## src/hdl/ssfec_pkg.sv

```systemverilog
// constants, register map and state type of the sync serial format and enable control
//
// Contract
// The bit order field set to 0 shifts the least significant bit first, set to 1 the most significant bit first.
// The serial clock idles high when the idle polarity field is 0 and low when it is 1.
// With clock phase 0 data changes on the first clock edge of each bit, with phase 1 data is latched on it.
// The two unused bits of the transfer format register always read as zero.
// The rate field picks system/256, /64, /16, /8, /4 or sub-clock/2 for codes 000, 010, 100, 101, 110, 111.
// Software selects the sub-clock/2 rate before entering the low-power modes where the system clock stops.
// Transmission happens only while the transmit enable field is 1.
// Reception happens only while the receive enable field is 1.
// With single-byte receive stop set, reception ends after one byte.
// The transmit-end request is issued only while its enable field is 1.
// The transmit-data-empty request is issued only while its enable field is 1.
// The one receive enable field gates both the receive-data-full and the overrun request.
// The conflict request is issued only while its enable field is 1.
// The unused bit of the enable register reads as zero and all fields of both registers reset to zero.
// A reception that completes while receive data is still full sets overrun, keeps the old byte, drops the new.
// The transmit-end flag is set when the last bit has gone out and transmit data is empty.
// Each request output is high exactly while its condition holds and its enable field is 1; the code registers each one, so it follows one cycle late.
package ssfec_pkg;

  // ----------------------------------------------------------------
  // widths
  // ----------------------------------------------------------------
  localparam int DATA_W = 32;
  localparam int REG_W = 8;
  localparam int ADDR_W = 5;
  localparam int BE_W = 4;
  localparam int SYNC_W = 3;

  // ----------------------------------------------------------------
  // register byte offsets
  // ----------------------------------------------------------------
  localparam logic [ADDR_W-1:0] OFS_FORMAT = 5'h00;
  localparam logic [ADDR_W-1:0] OFS_ENABLE = 5'h04;
  localparam logic [ADDR_W-1:0] OFS_STATUS = 5'h08;
  localparam logic [ADDR_W-1:0] OFS_MASK = 5'h0c;
  localparam logic [ADDR_W-1:0] OFS_TXDATA = 5'h10;
  localparam logic [ADDR_W-1:0] OFS_RXDATA = 5'h14;
  localparam logic [ADDR_W-1:0] OFS_MODE = 5'h18;

  // ----------------------------------------------------------------
  // field positions
  // ----------------------------------------------------------------
  localparam int FMT_ORDER = 7;
  localparam int FMT_POL = 6;
  localparam int FMT_PHASE = 5;
  localparam int FMT_RATE_HI = 2;
  localparam int FMT_RATE_LO = 0;
  localparam int EN_TX = 7;
  localparam int EN_RX = 6;
  localparam int EN_SSTOP = 5;
  localparam int EN_TX_END_IRQ_ENABLE = 3;
  localparam int EN_TIE = 2;
  localparam int EN_RIE = 1;
  localparam int EN_CONFLICT_IRQ_ENABLE = 0;
  localparam int SB_OVERRUN = 6;
  localparam int SB_TXEND = 3;
  localparam int SB_TXEMPTY = 2;
  localparam int SB_RXFULL = 1;
  localparam int SB_CONFLICT = 0;
  localparam int MODE_MASTER = 0;

  // ----------------------------------------------------------------
  // masks and reset values
  // ----------------------------------------------------------------
  localparam logic [REG_W-1:0] FMT_MASK = 8'he7;
  localparam logic [REG_W-1:0] EN_MASK = 8'hef;
  localparam logic [REG_W-1:0] ST_MASK = 8'h4f;
  localparam logic [REG_W-1:0] ST_W1C = 8'h49;
  localparam logic [REG_W-1:0] MODE_MASK = 8'h01;
  localparam logic [REG_W-1:0] REG_RESET = 8'h00;
  localparam logic [REG_W-1:0] ST_RESET = 8'h04;

  // ----------------------------------------------------------------
  // rate codes and half-period terminal counts
  // ----------------------------------------------------------------
  localparam logic [2:0] RATE_DIV256 = 3'h0;
  localparam logic [2:0] RATE_DIV64 = 3'h2;
  localparam logic [2:0] RATE_DIV16 = 3'h4;
  localparam logic [2:0] RATE_DIV8 = 3'h5;
  localparam logic [2:0] RATE_DIV4 = 3'h6;
  localparam logic [2:0] RATE_SUB2 = 3'h7;
  localparam logic [7:0] HALF_DIV256 = 8'h7f;
  localparam logic [7:0] HALF_DIV64 = 8'h1f;
  localparam logic [7:0] HALF_DIV16 = 8'h07;
  localparam logic [7:0] HALF_DIV8 = 8'h03;
  localparam logic [7:0] HALF_DIV4 = 8'h01;
  localparam logic [3:0] LAST_EDGE = 4'hf;

  typedef enum logic [1:0] {
    SM_IDLE = 2'b00,
    SM_RUN = 2'b01,
    SM_DONE = 2'b10
  } ssfec_state_e;

endpackage : ssfec_pkg

```

## src/hdl/ssfec_top.sv

```systemverilog
// sync serial unit: format and enable control, shifter, flags and avalon slave
`timescale 1ns/100ps
`default_nettype none
module ssfec_top (
  // clock, reset, enable
  input wire logic SYS_CLK_I,
  input wire logic RESET_I,
  input wire logic CLK_EN_I,
  // avalon-mm slave
  input wire logic [ssfec_pkg::ADDR_W-1:0] AVS_ADDRESS_I,
  input wire logic AVS_READ_I,
  input wire logic AVS_WRITE_I,
  input wire logic [ssfec_pkg::BE_W-1:0] AVS_BYTEENABLE_I,
  input wire logic [ssfec_pkg::DATA_W-1:0] AVS_WRITEDATA_I,
  output logic [ssfec_pkg::DATA_W-1:0] AVS_READDATA_O,
  output logic AVS_WAITREQUEST_O,
  // serial pins
  input wire logic SCK_I,
  output logic SCK_O,
  output logic SCK_OE_N_O,
  input wire logic SDI_I,
  output logic SDO_O,
  input wire logic SUB_CLK_I,
  // interrupt requests
  output logic IRQ_O,
  output logic TX_END_IRQ_O,
  output logic TX_DATA_IRQ_O,
  output logic RX_DATA_IRQ_O,
  output logic OVERRUN_IRQ_O,
  output logic CONFLICT_IRQ_O
);
  import ssfec_pkg::*;

  // ----------------------------------------------------------------
  // declarations
  // ----------------------------------------------------------------
  logic [REG_W-1:0] transfer_format_control;
  logic [REG_W-1:0] transfer_and_irq_enable;
  logic [REG_W-1:0] status;
  logic [REG_W-1:0] irq_mask;
  logic [REG_W-1:0] tx_data;
  logic [REG_W-1:0] rx_data;
  logic [REG_W-1:0] mode_reg;
  logic [REG_W-1:0] status_set;
  logic [REG_W-1:0] status_clr;
  logic [REG_W-1:0] tx_shift;
  logic [REG_W-1:0] rx_shift;
  logic [3:0] edge_cnt;
  logic [SYNC_W-1:0] pins_s;
  ssfec_state_e state;
  ssfec_state_e next_state;
  logic acc_done;
  logic sck_s;
  logic sdi_s;
  logic sub_s;
  logic sck_q;
  logic sub_q;
  logic sck_out;
  logic sdo;
  logic tx_active;
  logic rx_active;
  logic rx_halt;
  logic half_tick;
  logic ser_edge;
  logic is_first;
  logic latch_edge;
  logic start;
  logic wr_take;
  logic rd_take;
  logic tx_write_ok;
  logic ev_tx_load;
  logic ev_rx_store;
  logic ev_overrun;
  logic ev_tx_end;
  logic ev_conflict;

  // field views
  logic bit_order_select;
  logic clock_idle_polarity;
  logic clock_phase_select;
  logic [2:0] rate_select;
  logic tx_enable;
  logic rx_enable;
  logic rx_single_byte_stop;
  logic tx_end_irq_enable;
  logic tx_empty_irq_enable;
  logic rx_irq_enable;
  logic conflict_irq_enable;
  logic master;
  logic tx_empty_flag;
  logic rx_full_flag;
  logic overrun_flag;
  logic tx_end_flag;
  logic conflict_flag;

  assign bit_order_select = transfer_format_control[FMT_ORDER];
  assign clock_idle_polarity = transfer_format_control[FMT_POL];
  assign clock_phase_select = transfer_format_control[FMT_PHASE];
  assign rate_select = transfer_format_control[FMT_RATE_HI:FMT_RATE_LO];
  assign tx_enable = transfer_and_irq_enable[EN_TX];
  assign rx_enable = transfer_and_irq_enable[EN_RX];
  assign rx_single_byte_stop = transfer_and_irq_enable[EN_SSTOP];
  assign tx_end_irq_enable = transfer_and_irq_enable[EN_TX_END_IRQ_ENABLE];
  assign tx_empty_irq_enable = transfer_and_irq_enable[EN_TIE];
  assign rx_irq_enable = transfer_and_irq_enable[EN_RIE];
  assign conflict_irq_enable = transfer_and_irq_enable[EN_CONFLICT_IRQ_ENABLE];
  assign master = mode_reg[MODE_MASTER];
  assign tx_empty_flag = status[SB_TXEMPTY];
  assign rx_full_flag = status[SB_RXFULL];
  assign overrun_flag = status[SB_OVERRUN];
  assign tx_end_flag = status[SB_TXEND];
  assign conflict_flag = status[SB_CONFLICT];

  // ----------------------------------------------------------------
  // bit order helpers
  // ----------------------------------------------------------------
  function automatic logic out_bit(input logic [REG_W-1:0] sh, input logic msb_first);
    return msb_first ? sh[REG_W-1] : sh[0];
  endfunction : out_bit

  function automatic logic [REG_W-1:0] shift_out(input logic [REG_W-1:0] sh, input logic msb_first);
    return msb_first ? {sh[REG_W-2:0], 1'b0} : {1'b0, sh[REG_W-1:1]};
  endfunction : shift_out

  function automatic logic [REG_W-1:0] shift_in(input logic [REG_W-1:0] sh, input logic msb_first,
                                               input logic d);
    return msb_first ? {sh[REG_W-2:0], d} : {d, sh[REG_W-1:1]};
  endfunction : shift_in

  // ----------------------------------------------------------------
  // pin synchronisers and edge detect
  // ----------------------------------------------------------------
  ssfec_sync #(
    .W(SYNC_W)
  ) u_sync (
    .clk_i(SYS_CLK_I),
    .rst_i(RESET_I),
    .ce_i(CLK_EN_I),
    .d_i({SCK_I, SDI_I, SUB_CLK_I}),
    .q_o(pins_s)
  );

  assign sck_s = pins_s[2];
  assign sdi_s = pins_s[1];
  assign sub_s = pins_s[0];

  always_ff @(posedge SYS_CLK_I or posedge RESET_I) begin
    if (RESET_I) begin
      sck_q <= 1'b0;
      sub_q <= 1'b0;
    end else if (CLK_EN_I) begin
      sck_q <= sck_s;
      sub_q <= sub_s;
    end
  end

  // ----------------------------------------------------------------
  // prescaler
  // ----------------------------------------------------------------
  ssfec_rate u_rate (
    .clk_i(SYS_CLK_I),
    .rst_i(RESET_I),
    .ce_i(CLK_EN_I),
    .run_i(master && state == SM_RUN),
    .rate_i(rate_select),
    .sub_rise_i(sub_s & ~sub_q),
    .tick_o(half_tick)
  );

  // ----------------------------------------------------------------
  // avalon slave: one wait state on every access
  // ----------------------------------------------------------------
  assign AVS_WAITREQUEST_O = (AVS_READ_I | AVS_WRITE_I) & ~acc_done;
  assign wr_take = AVS_WRITE_I & acc_done & AVS_BYTEENABLE_I[0];
  assign rd_take = AVS_READ_I & acc_done;

  always_ff @(posedge SYS_CLK_I or posedge RESET_I) begin
    if (RESET_I) begin
      acc_done <= 1'b0;
    end else if (CLK_EN_I) begin
      acc_done <= (AVS_READ_I | AVS_WRITE_I) & ~acc_done;
    end
  end

  always_ff @(posedge SYS_CLK_I or posedge RESET_I) begin
    if (RESET_I) begin
      AVS_READDATA_O <= '0;
    end else if (CLK_EN_I && AVS_READ_I && !acc_done) begin
      case (AVS_ADDRESS_I)
        OFS_FORMAT: AVS_READDATA_O <= DATA_W'(transfer_format_control & FMT_MASK);
        OFS_ENABLE: AVS_READDATA_O <= DATA_W'(transfer_and_irq_enable & EN_MASK);
        OFS_STATUS: AVS_READDATA_O <= DATA_W'(status & ST_MASK);
        OFS_MASK: AVS_READDATA_O <= DATA_W'(irq_mask & ST_MASK);
        OFS_TXDATA: AVS_READDATA_O <= DATA_W'(tx_data);
        OFS_RXDATA: AVS_READDATA_O <= DATA_W'(rx_data);
        OFS_MODE: AVS_READDATA_O <= DATA_W'(mode_reg & MODE_MASK);
        default: AVS_READDATA_O <= '0;
      endcase
    end
  end

  // ----------------------------------------------------------------
  // control registers
  // ----------------------------------------------------------------
  // format changes mid-byte take effect at once; software should change it only while idle
  always_ff @(posedge SYS_CLK_I or posedge RESET_I) begin
    if (RESET_I) begin
      transfer_format_control <= REG_RESET;
    end else if (CLK_EN_I && wr_take && AVS_ADDRESS_I == OFS_FORMAT) begin
      transfer_format_control <= AVS_WRITEDATA_I[REG_W-1:0] & FMT_MASK;
    end
  end

  always_ff @(posedge SYS_CLK_I or posedge RESET_I) begin
    if (RESET_I) begin
      transfer_and_irq_enable <= REG_RESET;
    end else if (CLK_EN_I && wr_take && AVS_ADDRESS_I == OFS_ENABLE) begin
      transfer_and_irq_enable <= AVS_WRITEDATA_I[REG_W-1:0] & EN_MASK;
    end
  end

  always_ff @(posedge SYS_CLK_I or posedge RESET_I) begin
    if (RESET_I) begin
      irq_mask <= REG_RESET;
      mode_reg <= REG_RESET;
    end else if (CLK_EN_I && wr_take) begin
      if (AVS_ADDRESS_I == OFS_MASK) begin
        irq_mask <= AVS_WRITEDATA_I[REG_W-1:0] & ST_MASK;
      end
      if (AVS_ADDRESS_I == OFS_MODE) begin
        mode_reg <= AVS_WRITEDATA_I[REG_W-1:0] & MODE_MASK;
      end
    end
  end

  // a write while data is still pending is refused so the queued byte is never lost
  assign tx_write_ok = wr_take && AVS_ADDRESS_I == OFS_TXDATA && tx_empty_flag;
  assign ev_conflict = wr_take && AVS_ADDRESS_I == OFS_TXDATA && !tx_empty_flag;

  always_ff @(posedge SYS_CLK_I or posedge RESET_I) begin
    if (RESET_I) begin
      tx_data <= REG_RESET;
    end else if (CLK_EN_I && tx_write_ok) begin
      tx_data <= AVS_WRITEDATA_I[REG_W-1:0];
    end
  end

  // ----------------------------------------------------------------
  // transfer sequencer
  // ----------------------------------------------------------------
  assign start = !overrun_flag && (master ? (tx_enable ? (!tx_empty_flag)
                                                     : (rx_enable && !rx_full_flag && !rx_halt))
                                          : ((tx_enable && !tx_empty_flag) ||
                                             (rx_enable && !rx_halt)));
  assign ser_edge = master ? half_tick : (sck_s ^ sck_q);
  assign is_first = ~edge_cnt[0];
  assign latch_edge = (is_first == clock_phase_select);
  assign ev_tx_load = (state == SM_IDLE) && start && tx_enable && !tx_empty_flag;

  always_comb begin
    next_state = state;
    case (state)
      SM_IDLE: begin
        if (start) begin
          next_state = SM_RUN;
        end
      end
      SM_RUN: begin
        if (ser_edge && edge_cnt == LAST_EDGE) begin
          next_state = SM_DONE;
        end
      end
      SM_DONE: next_state = SM_IDLE;
      default: next_state = SM_IDLE;
    endcase
  end

  always_ff @(posedge SYS_CLK_I or posedge RESET_I) begin
    if (RESET_I) begin
      state <= SM_IDLE;
    end else if (CLK_EN_I) begin
      state <= next_state;
    end
  end

  always_ff @(posedge SYS_CLK_I or posedge RESET_I) begin
    if (RESET_I) begin
      edge_cnt <= '0;
    end else if (CLK_EN_I) begin
      if (state != SM_RUN) begin
        edge_cnt <= '0;
      end else if (ser_edge) begin
        edge_cnt <= 4'(edge_cnt + 4'h1);
      end
    end
  end

  always_ff @(posedge SYS_CLK_I or posedge RESET_I) begin
    if (RESET_I) begin
      tx_active <= 1'b0;
      rx_active <= 1'b0;
    end else if (CLK_EN_I && state == SM_IDLE && start) begin
      tx_active <= ev_tx_load;
      rx_active <= rx_enable && !rx_halt;
    end
  end

  // serial clock: idle level from polarity, toggled by the prescaler in master mode
  always_ff @(posedge SYS_CLK_I or posedge RESET_I) begin
    if (RESET_I) begin
      sck_out <= 1'b1;
    end else if (CLK_EN_I) begin
      if (state != SM_RUN) begin
        sck_out <= ~clock_idle_polarity;
      end else if (half_tick) begin
        sck_out <= ~sck_out;
      end
    end
  end

  // transmit side: phase 1 presents the first bit before the first edge
  always_ff @(posedge SYS_CLK_I or posedge RESET_I) begin
    if (RESET_I) begin
      tx_shift <= REG_RESET;
      sdo <= 1'b1;
    end else if (CLK_EN_I) begin
      if (ev_tx_load) begin
        tx_shift <= tx_data;
        sdo <= clock_phase_select ? out_bit(tx_data, bit_order_select) : 1'b1;
      end else if (state == SM_RUN && ser_edge && !latch_edge && tx_active) begin
        if (clock_phase_select) begin
          tx_shift <= shift_out(tx_shift, bit_order_select);
          sdo <= out_bit(shift_out(tx_shift, bit_order_select), bit_order_select);
        end else begin
          tx_shift <= shift_out(tx_shift, bit_order_select);
          sdo <= out_bit(tx_shift, bit_order_select);
        end
      end else if (state == SM_IDLE) begin
        sdo <= 1'b1;
      end
    end
  end

  // receive side: data pin is two cycles late, like the clock pin, and is read on the latch edge itself
  always_ff @(posedge SYS_CLK_I or posedge RESET_I) begin
    if (RESET_I) begin
      rx_shift <= REG_RESET;
    end else if (CLK_EN_I && state == SM_RUN && ser_edge && latch_edge && rx_active) begin
      rx_shift <= shift_in(rx_shift, bit_order_select, sdi_s);
    end
  end

  assign ev_rx_store = (state == SM_DONE) && rx_active && !rx_full_flag;
  assign ev_overrun = (state == SM_DONE) && rx_active && rx_full_flag;
  assign ev_tx_end = (state == SM_DONE) && tx_active && tx_empty_flag;

  always_ff @(posedge SYS_CLK_I or posedge RESET_I) begin
    if (RESET_I) begin
      rx_data <= REG_RESET;
    end else if (CLK_EN_I && ev_rx_store) begin
      rx_data <= rx_shift;
    end
  end

  // single-byte stop holds reception until the enable register is written again
  always_ff @(posedge SYS_CLK_I or posedge RESET_I) begin
    if (RESET_I) begin
      rx_halt <= 1'b0;
    end else if (CLK_EN_I) begin
      if (state == SM_DONE && rx_active && rx_single_byte_stop) begin
        rx_halt <= 1'b1;
      end else if (wr_take && AVS_ADDRESS_I == OFS_ENABLE) begin
        rx_halt <= 1'b0;
      end
    end
  end

  // ----------------------------------------------------------------
  // status flags: set wins over clear
  // ----------------------------------------------------------------
  always_comb begin
    status_set = '0;
    status_set[SB_OVERRUN] = ev_overrun;
    status_set[SB_TXEND] = ev_tx_end;
    status_set[SB_TXEMPTY] = ev_tx_load;
    status_set[SB_RXFULL] = ev_rx_store;
    status_set[SB_CONFLICT] = ev_conflict;
    status_clr = '0;
    if (wr_take && AVS_ADDRESS_I == OFS_STATUS) begin
      status_clr = AVS_WRITEDATA_I[REG_W-1:0] & ST_W1C;
    end
    if (tx_write_ok) begin
      status_clr[SB_TXEMPTY] = 1'b1;
      status_clr[SB_TXEND] = 1'b1;
    end
    if (rd_take && AVS_ADDRESS_I == OFS_RXDATA) begin
      status_clr[SB_RXFULL] = 1'b1;
    end
  end

  for (genvar i = 0; i < REG_W; i++) begin : g_status
    always_ff @(posedge SYS_CLK_I or posedge RESET_I) begin
      if (RESET_I) begin
        status[i] <= ST_RESET[i];
      end else if (CLK_EN_I) begin
        status[i] <= status_set[i] | (status[i] & ~status_clr[i]);
      end
    end
  end

  // ----------------------------------------------------------------
  // interrupt requests
  // ----------------------------------------------------------------
  always_ff @(posedge SYS_CLK_I or posedge RESET_I) begin
    if (RESET_I) begin
      TX_END_IRQ_O <= 1'b0;
      TX_DATA_IRQ_O <= 1'b0;
      RX_DATA_IRQ_O <= 1'b0;
      OVERRUN_IRQ_O <= 1'b0;
      CONFLICT_IRQ_O <= 1'b0;
      IRQ_O <= 1'b0;
    end else if (CLK_EN_I) begin
      TX_END_IRQ_O <= tx_end_flag & tx_end_irq_enable;
      TX_DATA_IRQ_O <= tx_empty_flag & tx_empty_irq_enable;
      RX_DATA_IRQ_O <= rx_full_flag & rx_irq_enable;
      OVERRUN_IRQ_O <= overrun_flag & rx_irq_enable;
      CONFLICT_IRQ_O <= conflict_flag & conflict_irq_enable;
      IRQ_O <= |(status & irq_mask & ST_MASK);
    end
  end

  // ----------------------------------------------------------------
  // pins
  // ----------------------------------------------------------------
  assign SCK_O = sck_out;
  assign SCK_OE_N_O = ~master;
  assign SDO_O = sdo;

endmodule : ssfec_top
`default_nettype wire

```

## src/hdl/ssfec_sync.sv

```systemverilog
// two-flop synchroniser for pin inputs
`timescale 1ns/100ps
`default_nettype none
module ssfec_sync #(
  parameter int W = 1
) (
  // clock and reset
  input wire logic clk_i,
  input wire logic rst_i,
  input wire logic ce_i,
  // data
  input wire logic [W-1:0] d_i,
  output logic [W-1:0] q_o
);
  logic [W-1:0] meta;

  always_ff @(posedge clk_i or posedge rst_i) begin
    if (rst_i) begin
      meta <= '0;
      q_o <= '0;
    end else if (ce_i) begin
      meta <= d_i;
      q_o <= meta;
    end
  end
endmodule : ssfec_sync
`default_nettype wire

```

## src/hdl/ssfec_rate.sv

```systemverilog
// transfer clock prescaler, one tick per serial clock half period
`timescale 1ns/100ps
`default_nettype none
module ssfec_rate
  import ssfec_pkg::*;
(
  // clock and reset
  input wire logic clk_i,
  input wire logic rst_i,
  input wire logic ce_i,
  // control
  input wire logic run_i,
  input wire logic [2:0] rate_i,
  input wire logic sub_rise_i,
  // tick
  output logic tick_o
);
  logic [7:0] cnt;
  logic [7:0] terminal;

  always_comb begin
    case (rate_i)
      RATE_DIV64: terminal = HALF_DIV64;
      RATE_DIV16: terminal = HALF_DIV16;
      RATE_DIV8: terminal = HALF_DIV8;
      RATE_DIV4: terminal = HALF_DIV4;
      // undefined codes fall back to the slowest rate rather than hang a transfer
      default: terminal = HALF_DIV256;
    endcase
  end

  always_ff @(posedge clk_i or posedge rst_i) begin
    if (rst_i) begin
      cnt <= '0;
    end else if (ce_i) begin
      if (!run_i || cnt == terminal) begin
        cnt <= '0;
      end else begin
        cnt <= 8'(cnt + 8'h01);
      end
    end
  end

  always_ff @(posedge clk_i or posedge rst_i) begin
    if (rst_i) begin
      tick_o <= 1'b0;
    end else if (ce_i) begin
      if (rate_i == RATE_SUB2) begin
        tick_o <= run_i & sub_rise_i;
      end else begin
        tick_o <= run_i & (cnt == terminal);
      end
    end
  end
endmodule : ssfec_rate
`default_nettype wire

```

## config.mk

```make
export PLATFORM = sky130hd
export DESIGN_NAME = ssfec_top
export DESIGN_NICKNAME = d
export VERILOG_FILES = /design/src/hdl/ssfec_pkg.sv /design/src/hdl/ssfec_top.sv /design/src/hdl/ssfec_sync.sv /design/src/hdl/ssfec_rate.sv
export SDC_FILE = /design/constraint.sdc
export NUM_CORES = 1
export LEC_CHECK = 0
export ABC_AREA = 1
export BUFFER_PORTS_ARGS = -buffer_cell sky130_fd_sc_hd__buf_4
export CORE_MARGIN = 2
export CORE_UTILIZATION = 25
export CTS_CLUSTER_DIAMETER = 80
export CTS_CLUSTER_SIZE = 24
export DETAILED_ROUTE_END_ITERATION = 7
export RECOVER_POWER = 25
export SLEW_MARGIN = 20
export SYNTH_ARGS = -nofsm -noshare
export SYNTH_HDL_FRONTEND = slang
export SYNTH_SLANG_ARGS = --single-unit
```

## constraint.sdc

```tcl
create_clock -name SYS_CLK_I -period 3.5 [get_ports SYS_CLK_I]
set_input_delay 0.7 -clock SYS_CLK_I [delete_from_list [all_inputs] [get_ports SYS_CLK_I]]
set_output_delay 0.7 -clock SYS_CLK_I [all_outputs]
set_load 0.005 [all_outputs]
```

==> out/qor.txt, run 1 <==
CP Cell Sequence: nor2_1 -> nand3_1 -> inv_1 -> nand2_2 -> nand2_2 -> nor2_1 -> a21oi_1
Filler Cells Inserted: 2198
PwrDens: 491.3 nW/um^2
Htree depth: 3
Drt wl/cell: 13.62 um
Maximum VDD drop: 175.8 uV
GRT Total Usage: 0.1236
CP bufs+invs: 1
Hold WC Path Type: input pin to asynchronous set/reset pin
DR iter-0 viols: 331
First-pass GRT wire length: 20.93 mm
Detail Placement HPWL: 9.198 mm
Root Driver: clkbuf_16
CP top delay family: simple AND/OR/NAND/NOR gates
Final Critical Period: 2072 ps
Cts repair resizes: 0
CP Capture Type: flip-flop
Area growth from synthesis to layout: 15.54%
Top FF cell, synth: dfrtp_1
Avg Cell Area, Syn: 8.025 um^2
Ys async rst share: 1.000
Tcrit/Tclk final: 0.5921
Final setup fails: 0
Max-slew violation count: 0
1st-pass router iterations: 5
Register area share after synthesis: 0.4900
Synth Instances: 631
CTS Sinks: 99
Grt total ovfl: 0
Initial Util: 0.2527
Synth Register Bits: 99
Ratio of cells with drive above 1 in the final layout: 0.1302
Via density: 4.399
Core Footprint: 20040 um^2
Diodes inserted: 0
CP arrival: 2350 ps
Leakage: 2.786 nW
Pwr Total: 2.874 mW
Clk_skew: 9.553 ps
Die Width: 146.3 um
DR DRC count: 0
Nets: 714
Antenna viol nets, final: 0
Clk slew on worst S/H paths: 70 ps
Drt total wl: 12.77 mm
Slew margin rel.: 0.6211
Max-Cap Viols: 0
Post-synth EDFFs: 0
Final Hold Viols: 0
Worst slew pin tran: 565.3 ps
Worst-case clock buffer depth: 2
Worst-Skew Late Latency: 350 ps
Setup TNS: 0 ps
CP max-delay cell: dfrtp_1
CP Max Fanout: 16
IO Pins: 91
Largest net degree at the start of global routing: 99
Status: finished clean
Die area: 21410 um^2
Row Count: 52
Routed vias: 4126
Number of global-route vias before repair: 3971
Worst path max stage delay: 420 ps
# port buffers: 39
Worst EP required: 3780 ps
Hold Buf Count CTS: 0
Die H: 146.3 um
Worst setup SP type: flip-flop
Critical path class: flip-flop to flip-flop
Highest clock rate: 482.6 MHz
Routability cong.: 0.8797
Synthesis warning total: 0
Initial antenna violation count: 0
Netlist Area Pre-Place: 5064 um^2
Synth cell types: 41
CTS tree: done
Post-CTS Setup Bufs: 0
RSZ-0062 raised after global routing: no
CTS buffer count: 9
==> path summary, 6_finish.rpt <==
| kind | depth (start not counted) | to | slack (ps) | from |
|---|---|---|---|---|
| setup / recovery | 7 | tx_shift[0] | 1430 | state[0] |
| hold / removal | 2 | edge_cnt[2] | 240 | RESET_I |
| setup reg to reg | 7 | tx_shift[0] | 1430 | state[0] |
| hold reg to reg | 2 | AVS_READDATA_O[0] | 480 | AVS_READDATA_O[0] |
| max in group asynchronous | 3 | SDO_O | 2530 | RESET_I |
| min in group SYS_CLK_I | 2 | AVS_READDATA_O[0] | 480 | AVS_READDATA_O[0] |
==> routing by layer <==
| layer | up-vias | global-route usage | wire length [um] | share of wire |
|---|---|---|---|---|
| li1 | 2066 | - | - | - |
| met1 | 1946 | 0.1669 | 6055 | 0.47 |
| met2 | 96 | 0.1917 | 5870 | 0.46 |
| met3 | 18 | 0.03094 | 601 | 0.047 |
| met4 | 0 | 0.04660 | 245 | 0.019 |
| met5 | - | 0 | 0 | 0 |
==> area by class of cell <==
class,instances,area (um^2),area share
sequential,99,2481,0.4241
timing repair buffer,43,335.3,0.05731
tap,270,337.8,0.05774
clock buffer,11,252.7,0.04320
inverter,59,222.7,0.03807
multi-input combinational,451,2161,0.3693
clock inverter,5,60.06,0.01027
==> where the power goes <==
part,internal [mW],switching [mW],total (mW)
Clock,0.596,0.441,1.04
Sequential,1.28,0.114,1.39
Combinational,0.188,0.257,0.445
==> Yosys cell counts, types with 2 or more instances <==
cell      instances  share of area
o21ai_1           7         0.0069
mux2i_1           5         0.0099
nand2_1         185           0.14
buf_4            26          0.039
inv_2             2         0.0015
xnor2_1           3         0.0052
nor2_1           40          0.030
a31o_2            4         0.0069
clkbuf_1          5         0.0037
nand4_1           4         0.0049
buf_2            10         0.0099
dfstp_2           3          0.016
buf_1             3         0.0022
xor2_1            7          0.012
o22ai_1           3         0.0037
nor2_2            3         0.0037
o211ai_1          4         0.0059
inv_1            56          0.042
a21oi_1          22          0.022
nor2_4            3         0.0067
mux2_2            2         0.0044
ha_1              2         0.0049
nand3_2           2         0.0040
nor3_2            2         0.0040
dfrtp_1          96           0.47
nand2_2           3         0.0037
o21ai_0          73          0.072
o31ai_1           2         0.0030
nand3_1          42          0.042
==> stage by stage <==
step	hold WS, ps	std cells	setup slack, ps	util	area [um^2]
after global placement	467.0	922	1240	0.2764	5539
after floorplan	442.2	654	214.5	-	5150
final	237.3	938	1428	0.2920	5851
after CTS	192.4	938	1444	0.2920	5852
after global routing	243.0	938	1325	0.2920	5851
after detailed placement	467.8	922	1216	0.2764	5539
==> placed cells by master (no fill, tap or decap), drive strengths merged <==
cell,instances
buf,42
conb,24
a31oi,1
clkinvlp,2
bufinv,1
mux2,2
a31o,4
clkinv,3
mux2i,5
nor3,3
o31ai,2
or2,1
dfrtp,96
dfstp,3
nor2,46
o22ai,3
nand4,5
nand3b,1
o2111ai,1
ha,2
a32o,1
inv,58
o211ai,4
nand2,188
a21oi,22
xnor2,3
xor2,7
nand3,44
a22oi,1
a221oi,1
o21ai,80
clkbuf,12
==> kinds of logic (layout without fill, tap and decap cells) <==
logic type               after synthesis  in the layout  synth area share
AND/OR/NAND/NOR                      288            288            0.2439
XOR/XNOR                              10             10           0.01730
multiplexers                           7              7           0.01433
other                                  1             24         0.0007406
adder cells (fa/ha/maj)                2              2          0.004941
buffers and inverters                104            118            0.1003
AO/OA/AOI/OAI                        120            120            0.1285
flip-flops                            99             99            0.4900
Power figures use the tool's default switching activity.
==> run 2, diff against run 1 <==
Settings changed: ABC_AREA 1 to 0.
Clock period 3.5 ns to 2.1 ns, I/O delays scaled along.
==> run 2 against run 1 <==
Against the previous run:
- final area up 3.4%
- first-iteration DRC count shrank 24%
- sequential share of layout area down 1.4 points
- via count down 11%
- clock skew decreased by 1.8 ps
- final cell count shrank 15%
- highest routed layer unchanged
- register-to-register slack worse by 1200 ps
- non-clock buffer count up 20
- largest cell class unchanged
- synthesized cell count is 26% lower
- worst hold slack got worse by 150 ps
==> out/qor.txt, run 2 <==
Clk slew on worst S/H paths: 70 ps (about the same)
Row Count: 52 (unchanged)
Root Driver: clkbuf_16
Tcrit/Tclk final: 0.9051 (+0.3130)
Avg Cell Area, Syn: 10.87 um^2 (+35%)
Register area share after synthesis: 0.4867 (-0.003247)
Leakage: 2.753 nW (-1.2%)
DR DRC count: 0 (unchanged)
Netlist Area Pre-Place: 5097 um^2 (+0.67%)
Max-slew violation count: 0 (unchanged)
Routability cong.: 0.8000 (-9.1%)
Htree depth: 3 (unchanged)
Top cell type's share of synthesized area: 0.4713 (-0.003144)
Pwr Total: 4.992 mW (+74%)
Synth Register Bits: 99 (unchanged)
Critical path class: flip-flop to flip-flop
First-pass GRT wire length: 19.41 mm (-7.3%)
Drt total wl: 11.95 mm (-6.4%)
Synth Instances: 469 (-26%)
Worst setup SP type: flip-flop
Commonest cells after routing, fill and taps aside: dfrtp_1 (96), buf_4 (59), mux2_2 (57)
Worst EP required: 2350 ps (-1430 ps)
GRT Total Usage: 0.1154 (-0.008144)
Worst-case clock buffer depth: 2 (unchanged)
Met3 GRT Util: 0.03012 (-0.0008133)
Most common cell in the netlist: dfrtp_1
Routed vias: 3687 (-11%)
Status: finished clean
Leading area contributor after synthesis: dfrtp_1
Switching Fraction: 0.2664 (-0.01579)
Clk_skew: 7.756 ps (-1.797 ps)
Hold WC Path Type: input pin to asynchronous set/reset pin
Top FF cell, synth: dfrtp_1
Final Critical Period: 1901 ps (-171.6 ps)
Crit path launch: transfer_format_control[1]
Top cells by count, synth: dfrtp_1 (96), mux2_2 (57), nand2_1 (31), buf_4 (30), nor2_1 (29)
Detail Placement HPWL: 8.776 mm (-4.6%)
CTS buffer count: 9 (unchanged)
Setup TNS: 0 ps (unchanged)
Slew margin rel.: 0.1886 (-0.4325)
CP Max Fanout: 9 (-7)
CP Cell Sequence: nand2_1 -> a311oi_1 -> a41o_4 -> o21ai_1 -> a21o_1
Drt wl/cell: 15.05 um (+11%)
Area contributors post-synth: dfrtp_1 (47%), mux2_2 (13%), buf_4 (4.4%)
Hold Buf Count CTS: 0 (unchanged)
Clock share of power: 0.391 (+0.030)
Post-layout util: 0.3008 (+0.008888)
Cts repair resizes: 0 (unchanged)
Antenna viol nets, final: 0 (unchanged)
CP max-delay cell: dfrtp_1
Gr busiest metal: met2
Worst path max stage delay: 530 ps (+110 ps)
CTS tree: done
Worst-Skew Late Latency: 360 ps (about the same)
RSZ-0062 raised after global routing: no
Maximum VDD drop: 387.4 uV (+120%)
Core Footprint: 20100 um^2 (+0.32%)
Diodes inserted: 0 (unchanged)
PwrDens: 825.3 nW/um^2 (+68%)
Synthesis warning total: 0 (unchanged)
CTS Sinks: 99 (unchanged)
Max-Cap Viols: 0 (unchanged)
Number of global-route vias before repair: 3572 (-10%)
Post-CTS Setup Bufs: 0 (unchanged)
Grt total ovfl: 0 (unchanged)
Die Width: 146.8 um (+0.32%)
Final Hold Viols: 0 (unchanged)
Ratio of cells with drive above 1 in the final layout: 0.2863 (+0.1560)
Reg-to-Reg Start: transfer_format_control[1]
Die H: 146.8 um (+0.32%)
Die area: 21550 um^2 (+0.64%)
Post-synth EDFFs: 0 (unchanged)
Area growth from synthesis to layout: 18.65%
Largest net degree at the start of global routing: 40 (-60%)
Initial antenna violation count: 0 (unchanged)
Final setup fails: 0 (unchanged)
Met1 Resource Use GR: 0.1579 (-0.008979)
Most common cell after layout, fill and taps aside: dfrtp_1
Highest clock rate: 526.1 MHz (+9.0%)
Internal power: 3.662 mW (+78%)
CP Capture Type: flip-flop
Ys async rst share: 1.000 (unchanged)
Synth cell types: 54 (+32%)
DR iter-0 viols: 253 (-24%)
Filler Cells Inserted: 2075 (-5.6%)
Combinational cell fraction of total power: 0.148 (-0.007)
# port buffers: 39 (unchanged)
1st-pass router iterations: 4 (-1)
Via density: 4.644 (+5.6%)
Nets: 570 (-20%)
Initial Util: 0.2535 (+0.0008626)
Seq pwr share: 0.461 (-0.024)
CP arrival: 2150 ps (-200 ps)
IO Pins: 91 (unchanged)
Worst slew pin tran: 1217 ps (+651.8 ps)
M2 GR Usage: 0.1768 (-0.01498)
Switching power total: 1.330 mW (+64%)
==> run 2: cell types whose count changed after synthesis, moves of 11 or more <==
cell,previous run,this run
o21ai_0,73,27
a22o_1,0,12
mux2i_1,5,17
inv_1,56,17
nand2_1,185,31
nand3_1,42,20
nor2_1,40,29
mux2_2,2,57
==> run 2: critical path: cells and delay by family (launching register included) <==
kind,cells,cell delay [ps]
compound gates,4,1080
flops,1,530
simple gates,1,180
==> run 2: path summary, 6_finish.rpt <==
kind                            cells past startpoint  slack (ps)                end
worst max-delay path                                5         200      u_rate.cnt[2]
worst min-delay path                                2          90        irq_mask[0]
worst max register to register                      5         200      u_rate.cnt[2]
worst min register to register                      2         490  AVS_READDATA_O[4]
max in group asynchronous                           3         420        edge_cnt[2]
min in group SYS_CLK_I                              3         290         tx_data[7]
==> run 2: area by class of cell <==
class                      count  area (um^2)  share of cell area
sequential                    99         2481              0.4102
inverter                      17        65.06             0.01076
tap                          270        337.8             0.05585
timing repair buffer          63        488.0             0.08068
clock buffer                  10        239.0             0.03951
multi-input combinational    329         2326              0.3846
clock inverter                 6        111.4             0.01841
==> run 2: layer usage <==
layer | vias up | part of all wire
met5 | - | 0
met4 | 0 | 0.016
met3 | 14 | 0.049
met2 | 90 | 0.46
met1 | 1841 | 0.48
li1 | 1742 | -
==> run 2: through the flow <==
| step | area (um^2) | setup slack (ps) | instances | hold WS, ps |
|---|---|---|---|---|
| after global routing | 6048 | 52.46 | 794 | 121.5 |
| after floorplan | 5187 | 299.4 | 492 | 466.5 |
| after detailed placement | 5723 | 173.3 | 778 | 422.3 |
| after global placement | 5723 | 167.6 | 778 | 420.5 |
| after CTS | 6073 | 197.4 | 794 | 46.84 |
| final | 6048 | 199.4 | 794 | 90.64 |
==> run 2: kinds of logic after synthesis <==
group | synth area share
simple gates | 0.1195
xor+xnor | 0.01203
flops | 0.4867
mux | 0.1814
other cells | 0.0007357
compound gates | 0.1208
buf+inv | 0.07388
fa+ha+maj | 0.004908
==> run 2: power groups by stage <==
stage / clock, mW / sequential [mW] / combinational [mW]
floorplan: 0 / 2.27 / 0.560
global placement: 0 / 2.33 / 0.741
detailed placement: 0 / 2.34 / 0.752
CTS: 1.99 / 2.30 / 0.757
global route: 2.07 / 2.33 / 0.835
finish: 1.95 / 2.30 / 0.740
